[src/pmt_defines.vh]
/*
 holds the register offsets, field positions and reset values of the period match timer.
 assumes it is included by its bare name from the timer design files.
*/
`ifndef PMT_DEFINES_VH
`define PMT_DEFINES_VH
`define PMT_OFF_COUNT        12'h000
`define PMT_OFF_PERIOD       12'h004
`define PMT_OFF_CONTROL      12'h008
`define PMT_OFF_FLAG         12'h00c
`define PMT_RST_COUNT        8'h00
`define PMT_RST_PERIOD       8'hff
`define PMT_RST_CONTROL      7'h00
`define PMT_CTL_PRE_LSB      0
`define PMT_CTL_PRE_MSB      1
`define PMT_CTL_RUN_BIT      2
`define PMT_CTL_POST_LSB     3
`define PMT_CTL_POST_MSB     6
`define PMT_FLAG_MATCH_BIT   1
`define PMT_INSTR_DIV        2'h3
`define PMT_PRE_DIV4_TOP     4'h3
`define PMT_PRE_DIV16_TOP    4'hf
`endif

[src/pmt_prescaler.v]
/*
 prescaler: divides the instruction-rate enable by 1, 4 or 16.
 assumes clr is a one-cycle pulse and en is a one-cycle enable at instruction rate.
*/
`timescale 1ns/10ps
`include "pmt_defines.vh"
module pmt_prescaler (
   input  wire       clk,
   input  wire       rstn,
   input  wire       clr,
   input  wire       en,
   input  wire [1:0] sel,
   output wire       tick
);
   reg  [3:0] cnt_reg;
   reg  [3:0] top;

   always @* begin
      case (sel)
         2'b00:   top = 4'h0;
         2'b01:   top = `PMT_PRE_DIV4_TOP;
         default: top = `PMT_PRE_DIV16_TOP;
      endcase
   end

   assign tick = en && (cnt_reg >= top);

   always @(posedge clk) begin
      if (!rstn || clr) begin
         cnt_reg <= 4'h0;
      end else if (tick) begin
         cnt_reg <= 4'h0;
      end else if (en) begin
         cnt_reg <= cnt_reg + 4'h1;
      end
   end
endmodule // pmt_prescaler

[src/pmt_timer.v]
/*
 period match timer: 8-bit counter, period compare, prescaler, postscaler, apb register slave.
 assumes an apb master on clk; registers are word aligned; one clock at 20 mhz.
*/
// How it works
// - counter clocked from clk divided by four, through the prescaler
// - prescale select 00 divides 1, 01 divides 4, 1x divides 16
// - counter compared continuously with period, counts up from zero
// - on match the next increment loads zero instead of advancing
// - each match advances postscaler; its output sets the match flag
// - postscale select bits 6-3 give ratio of value plus one
// - counter and period fully readable and writable at any time
// - reset loads counter with zero and period with all ones
// - run enable bit 2 starts and stops counting
// - writing the counter clears prescaler and postscaler
// - writing control clears prescaler and postscaler, keeps counter
// - every reset clears prescaler and postscaler
// - control bit 7 reads zero; control resets to zero
`timescale 1ns/10ps
`include "pmt_defines.vh"
module pmt_timer (
   input  wire        clk,
   input  wire        rstn,
   input  wire        psel,
   input  wire        penable,
   input  wire        pwrite,
   input  wire [11:0] paddr,
   input  wire [31:0] pwdata,
   output reg  [31:0] prdata,
   output reg         pready,
   output reg         pslverr,
   output reg         match_irq_flag
);
   reg  [7:0]  count_value_reg;
   reg  [7:0]  period_value_reg;
   reg  [6:0]  timer_control_reg;
   reg  [1:0]  instr_div_reg;
   reg  [3:0]  post_cnt_reg;
   reg  [31:0] rdata_next;
   reg         err_next;
   wire        setup;
   wire        wr;
   wire        wr_count;
   wire        wr_period;
   wire        wr_control;
   wire        wr_flag;
   wire        run;
   wire        instr_en;
   wire        pre_tick;
   wire        match;
   wire        post_fire;
   wire        scaler_clr;

   assign setup      = psel && !penable;
   assign wr         = psel && penable && pready && pwrite;
   assign wr_count   = wr && (paddr == `PMT_OFF_COUNT);
   assign wr_period  = wr && (paddr == `PMT_OFF_PERIOD);
   assign wr_control = wr && (paddr == `PMT_OFF_CONTROL);
   assign wr_flag    = wr && (paddr == `PMT_OFF_FLAG);
   assign run        = timer_control_reg[`PMT_CTL_RUN_BIT];

   assign scaler_clr = wr_count || wr_control;

   always @(posedge clk) begin
      if (!rstn) begin
         instr_div_reg <= 2'h0;
      end else begin
         instr_div_reg <= instr_div_reg + 2'h1;
      end
   end
   assign instr_en = run && (instr_div_reg == `PMT_INSTR_DIV);

   pmt_prescaler u_pre (
      .clk  (clk),
      .rstn (rstn),
      .clr  (scaler_clr),
      .en   (instr_en),
      .sel  (timer_control_reg[`PMT_CTL_PRE_MSB:`PMT_CTL_PRE_LSB]),
      .tick (pre_tick)
   );

   assign match = (count_value_reg == period_value_reg);

   assign post_fire = pre_tick && match &&
                      (post_cnt_reg == timer_control_reg[`PMT_CTL_POST_MSB:`PMT_CTL_POST_LSB]);

   always @(posedge clk) begin
      if (!rstn || scaler_clr) begin
         post_cnt_reg <= 4'h0;
      end else if (post_fire) begin
         post_cnt_reg <= 4'h0;
      end else if (pre_tick && match) begin
         post_cnt_reg <= post_cnt_reg + 4'h1;
      end
   end

   always @(posedge clk) begin
      if (!rstn) begin
         count_value_reg <= `PMT_RST_COUNT;
      end else if (wr_count) begin
         count_value_reg <= pwdata[7:0];
      end else if (pre_tick) begin
         if (match) begin
            count_value_reg <= 8'h00;
         end else begin
            count_value_reg <= count_value_reg + 8'h01;
         end
      end
   end

   always @(posedge clk) begin
      if (!rstn) begin
         period_value_reg <= `PMT_RST_PERIOD;
      end else if (wr_period) begin
         period_value_reg <= pwdata[7:0];
      end
   end

   always @(posedge clk) begin
      if (!rstn) begin
         timer_control_reg <= `PMT_RST_CONTROL;
      end else if (wr_control) begin
         timer_control_reg <= pwdata[6:0];
      end
   end

   always @(posedge clk) begin
      if (!rstn) begin
         match_irq_flag <= 1'b0;
      end else if (post_fire) begin
         match_irq_flag <= 1'b1;
      end else if (wr_flag && !pwdata[`PMT_FLAG_MATCH_BIT]) begin
         match_irq_flag <= 1'b0;
      end else if (wr_flag) begin
         match_irq_flag <= 1'b1;
      end
   end

   // read mux
   always @* begin
      rdata_next = 32'h00000000;
      err_next   = 1'b0;
      case (paddr)
         `PMT_OFF_COUNT:   rdata_next = {24'h000000, count_value_reg};
         `PMT_OFF_PERIOD:  rdata_next = {24'h000000, period_value_reg};
         `PMT_OFF_CONTROL: rdata_next = {25'h0, timer_control_reg};
         `PMT_OFF_FLAG:    rdata_next = {30'h0, match_irq_flag, 1'b0};
         default:          err_next   = 1'b1;
      endcase
   end

   // apb answer one cycle after setup
   always @(posedge clk) begin
      if (!rstn) begin
         pready  <= 1'b0;
         pslverr <= 1'b0;
         prdata  <= 32'h00000000;
      end else if (setup) begin
         pready  <= 1'b1;
         pslverr <= err_next;
         prdata  <= pwrite ? 32'h00000000 : rdata_next;
      end else begin
         pready  <= 1'b0;
         pslverr <= 1'b0;
         prdata  <= 32'h00000000;
      end
   end
endmodule // pmt_timer

[config.mk]
export PLATFORM = sky130hd
export DESIGN_NAME = pmt_timer
export DESIGN_NICKNAME = d
export VERILOG_FILES = /design/src/pmt_prescaler.v /design/src/pmt_timer.v
export VERILOG_INCLUDE_DIRS = /design/src
export SDC_FILE = /design/constraint.sdc
export NUM_CORES = 1
export LEC_CHECK = 0
export ABC_AREA = 1
export BUFFER_PORTS_ARGS = -buffer_cell sky130_fd_sc_hd__buf_2
export CAP_MARGIN = 20
export CORE_MARGIN = 2
export CORE_UTILIZATION = 51
export CTS_CLUSTER_DIAMETER = 150
export DETAILED_ROUTE_END_ITERATION = 7
export GPL_ROUTABILITY_DRIVEN = 0
export PLACE_DENSITY = 0.87
export SLEW_MARGIN = 20
export SYNTH_ARGS = -nofsm -noshare
export SYNTH_HDL_FRONTEND = slang
export SYNTH_SLANG_ARGS = --single-unit
[constraint.sdc]
create_clock -name clk -period 1.8 [get_ports clk]
set_input_delay 0.45 -clock clk [delete_from_list [all_inputs] [get_ports clk]]
set_output_delay 0.45 -clock clk [all_outputs]
set_load 0.1 [all_outputs]
==> results by group <==
Hold path
  • Worst Hold Class: primary input to flop
  • Hold wc startpoint: penable

Logic synthesis
  • Most common cell in the synthesized netlist: nand2_1
  • Mean Syn Cell Area: roughly 7 µm²
  • Register area share after synthesis: between 30 and 40%
  • Async set or reset register ratio after synthesis: 0%
  • Most frequent cells after synthesis: nand2_1 (85), inv_1 (49), dfxtp_1 (44)
  • Yosys reg bits: between 40 and 50
  • Largest cells by area after synthesis: dfxtp_1 (34%), nand2_1 (12%), buf_4 (7.2%)
  • Synth area leader: dfxtp_1
  • Area fraction of the dominant cell type after synthesis: 33.62%
  • Mapped cell area: 0.002620 mm²
  • Post-synth EDFFs: 0
  • Prevailing post-synth register cell: dfxtp_1
  • Cell count after synthesis: 375
  • Synth cell types: 33
  • YS warnings: 0

Die
  • FP Rows: 26
  • Initial Utilization: ~52%
  • I/O pin count: 84
  • Chip height: about 76 µm
  • Core Footprint: approximately 0.0050 mm²
  • Die ar.: ~0.0057 mm²
  • Die X: around 76 µm

Final layout
  • Post-layout util: between 50% and 60%
  • Multi-input gate area: roughly 0.0014 mm²
  • Share of layout cells above drive strength 1: about a fifth
  • # diodes: 0
  • Fill cell count: 467
  • Seq. cell area: between 800 and 900 µm²
  • # nets final: approximately 480
  • Non-filler instance count after layout: 490
  • Area Growth Syn to Fin: 13.47%

Route
  • DR pass1 iterations: 4
  • 1st-iter DRT viols: 131
  • Detailed-route DRC error count: 0
  • Final wirelength: about 5.9 mm
  • Vias per cell: 5.071
  • Via count: 2,485
  • Number of routed nets with antenna violations: 0
  • DR WL/cell: ~12 µm

Critical path
  • Crit path from: timer_control_reg[1]
  • Crit-path max cell delay: between 0.3 and 0.4 ns
  • Worst path cell trace: inv_2 > ha_1 > nand2_1 > inv_1 > nand3_1 > nand3_2 > nand2_4 > buf_6 > nand3_1 > nand2_1 > inv_1 > a21oi_2
  • Critical Path Slowest Stage Cell: dfxtp_2
  • Reg-to-reg startpoint: timer_control_reg[1]
  • Critical path type: flop to flop
  • Startpoint Class: flop
  • Critical Path AT: ~1.9 ns
  • Data required, critical path: 2.04 ns
  • Worst-path maximum fanout: 5
  • Element type at the critical path end: flop

Flow run
  • Max_cap viols: 0

Pwr
  • Tot Pwr: 0.001965 W
  • VDD IR max: 0.3878 mV
  • PwrDens: about 660 mW/mm²
  • Leak Pwr: 1.488 nW

CTS
  • Htree depth: 2
  • CTS tree: yes
  • Root Driver: clkbuf_8
  • CTS clk-pin slew, worst paths: 0.08 ns
  • Clock Path Buffers: 2
  • Cts bufs inserted: 5
  • Setup bufs post-CTS: 0
  • Post-cts hold buffer count: 0
  • Clk_lat worst skew: 0.31 ns
  • Clk sinks: 44

GRT
  • First-pass GRT wire length: 9.818 mm
  • Grt total ovfl: 0
  • Largest net degree at the start of global routing: 17
  • Initial antenna violation count: 0
  • Vias in the first global route: ~2.3k
  • Total Routing Usage GR: 22.59%

STA
  • Final-report setup violation count: 0
  • Min cycle time layout: about 1.7 ns
  • Tcrit/Tclk final: a little over 90%
  • Hold Violations, Final: 0
  • Final worst clock skew: between 0.005 and 0.006 ns
  • Slack of the critical path: approximately 0.12 ns
  • Max Freq: roughly 0.6 GHz
  • Smallest hold slack: approximately 0.33 ns
  • Slew Limit Fails: 0

Place
  • DP HPWL: between 4 and 5 mm
  • Placed insts: between 400 and 500
  • Setup WS pre-CTS: -0.1004 ns
  • I/O Buffers: 35

Status
  • Status: completed
[metrics by stage]
step / TNS, ns / instance area [µm²]
finish: 0 / 2973
floorplan: 0 / 2708
global route: -0.2503 / 2973
global placement: -0.2046 / 2829
CTS: 0 / 2922
detailed placement: -1.002 / 2829
[area by class of cell]
class,instances,area share (%)
well taps,70,2.946
inverters,51,6.439
clock inverters,2,0.3367
flip-flops and latches,44,29.76
clock buffers,6,2.778
repair buffers,47,9.049
multi-input cells,270,48.70
[worst paths after layout]
kind         slack (ns)            endpoint  depth (start not counted)
min reg2reg        0.43    instr_div_reg[0]                          1
min                0.33              pready                          2
max reg2reg        0.12  count_value_reg[1]                         12
max                0.12  count_value_reg[1]                         12
[report_power, final]
group          internal (W)  total (W)  switching [W]
registers          0.000978   0.000980     0.00000201
clock network      0.000307   0.000658       0.000351
logic             0.0000377   0.000326       0.000289
[cells by family (layout without fill, tap and decap cells)]
logic type,count (synthesis),after routing,synth area share [%]
simple gates,176,176,31.38
xor+xnor,14,14,4.680
buf+inv,84,106,16.14
flops,44,44,33.62
other cells,1,24,0.1431
fa+ha+maj,8,8,3.821
compound gates,48,48,10.22
[cell usage in the layout, fill, tap and decap left out]
cell and n:
a21boi_0 1, a21oi_1 23, a21oi_2 2, buf_2 35, buf_4 11, buf_6 1
clkbuf_8 6, clkinv_2 2, conb_1 24, dfxtp_1 41, dfxtp_2 3, ha_1 7
ha_4 1, inv_1 48, inv_2 3, nand2_1 84, nand2_2 2, nand2_4 3
nand3_1 32, nand3_2 5, nand4_1 10, nor2_1 29, nor2_2 1, nor2_4 3
nor3_1 3, nor3_2 1, nor3_4 2, o21ai_0 10, o21ai_1 1, o21ai_2 3
o21bai_1 1, o221ai_1 1, o22ai_1 6, or2_2 1, xnor2_1 7, xor2_1 7
[layer usage]
metal  track usage [%]  vias up  wire length [µm]
li1                  -     1238                 -
met1             27.00     1163              2398
met2             40.77       76              3044
met3             4.101        8               362
met4             7.407        0                89
met5                 0        -                 0
[timing repair]
action / in CTS / in global routing
endpoints found under the hold margin: 0 / 0
gates resized for setup: 0 / 13
setup endpoints to repair: 0 / 13
[critical path, delay by kind of cell, from the launching register on]
family          cells  cell delay [ns]
flops               1             0.36
compound gates      1             0.13
simple gates        6             0.54
fa+ha+maj           1             0.29
buf+inv             4             0.30
No activity file was read; power rests on OpenSTA's default activity.
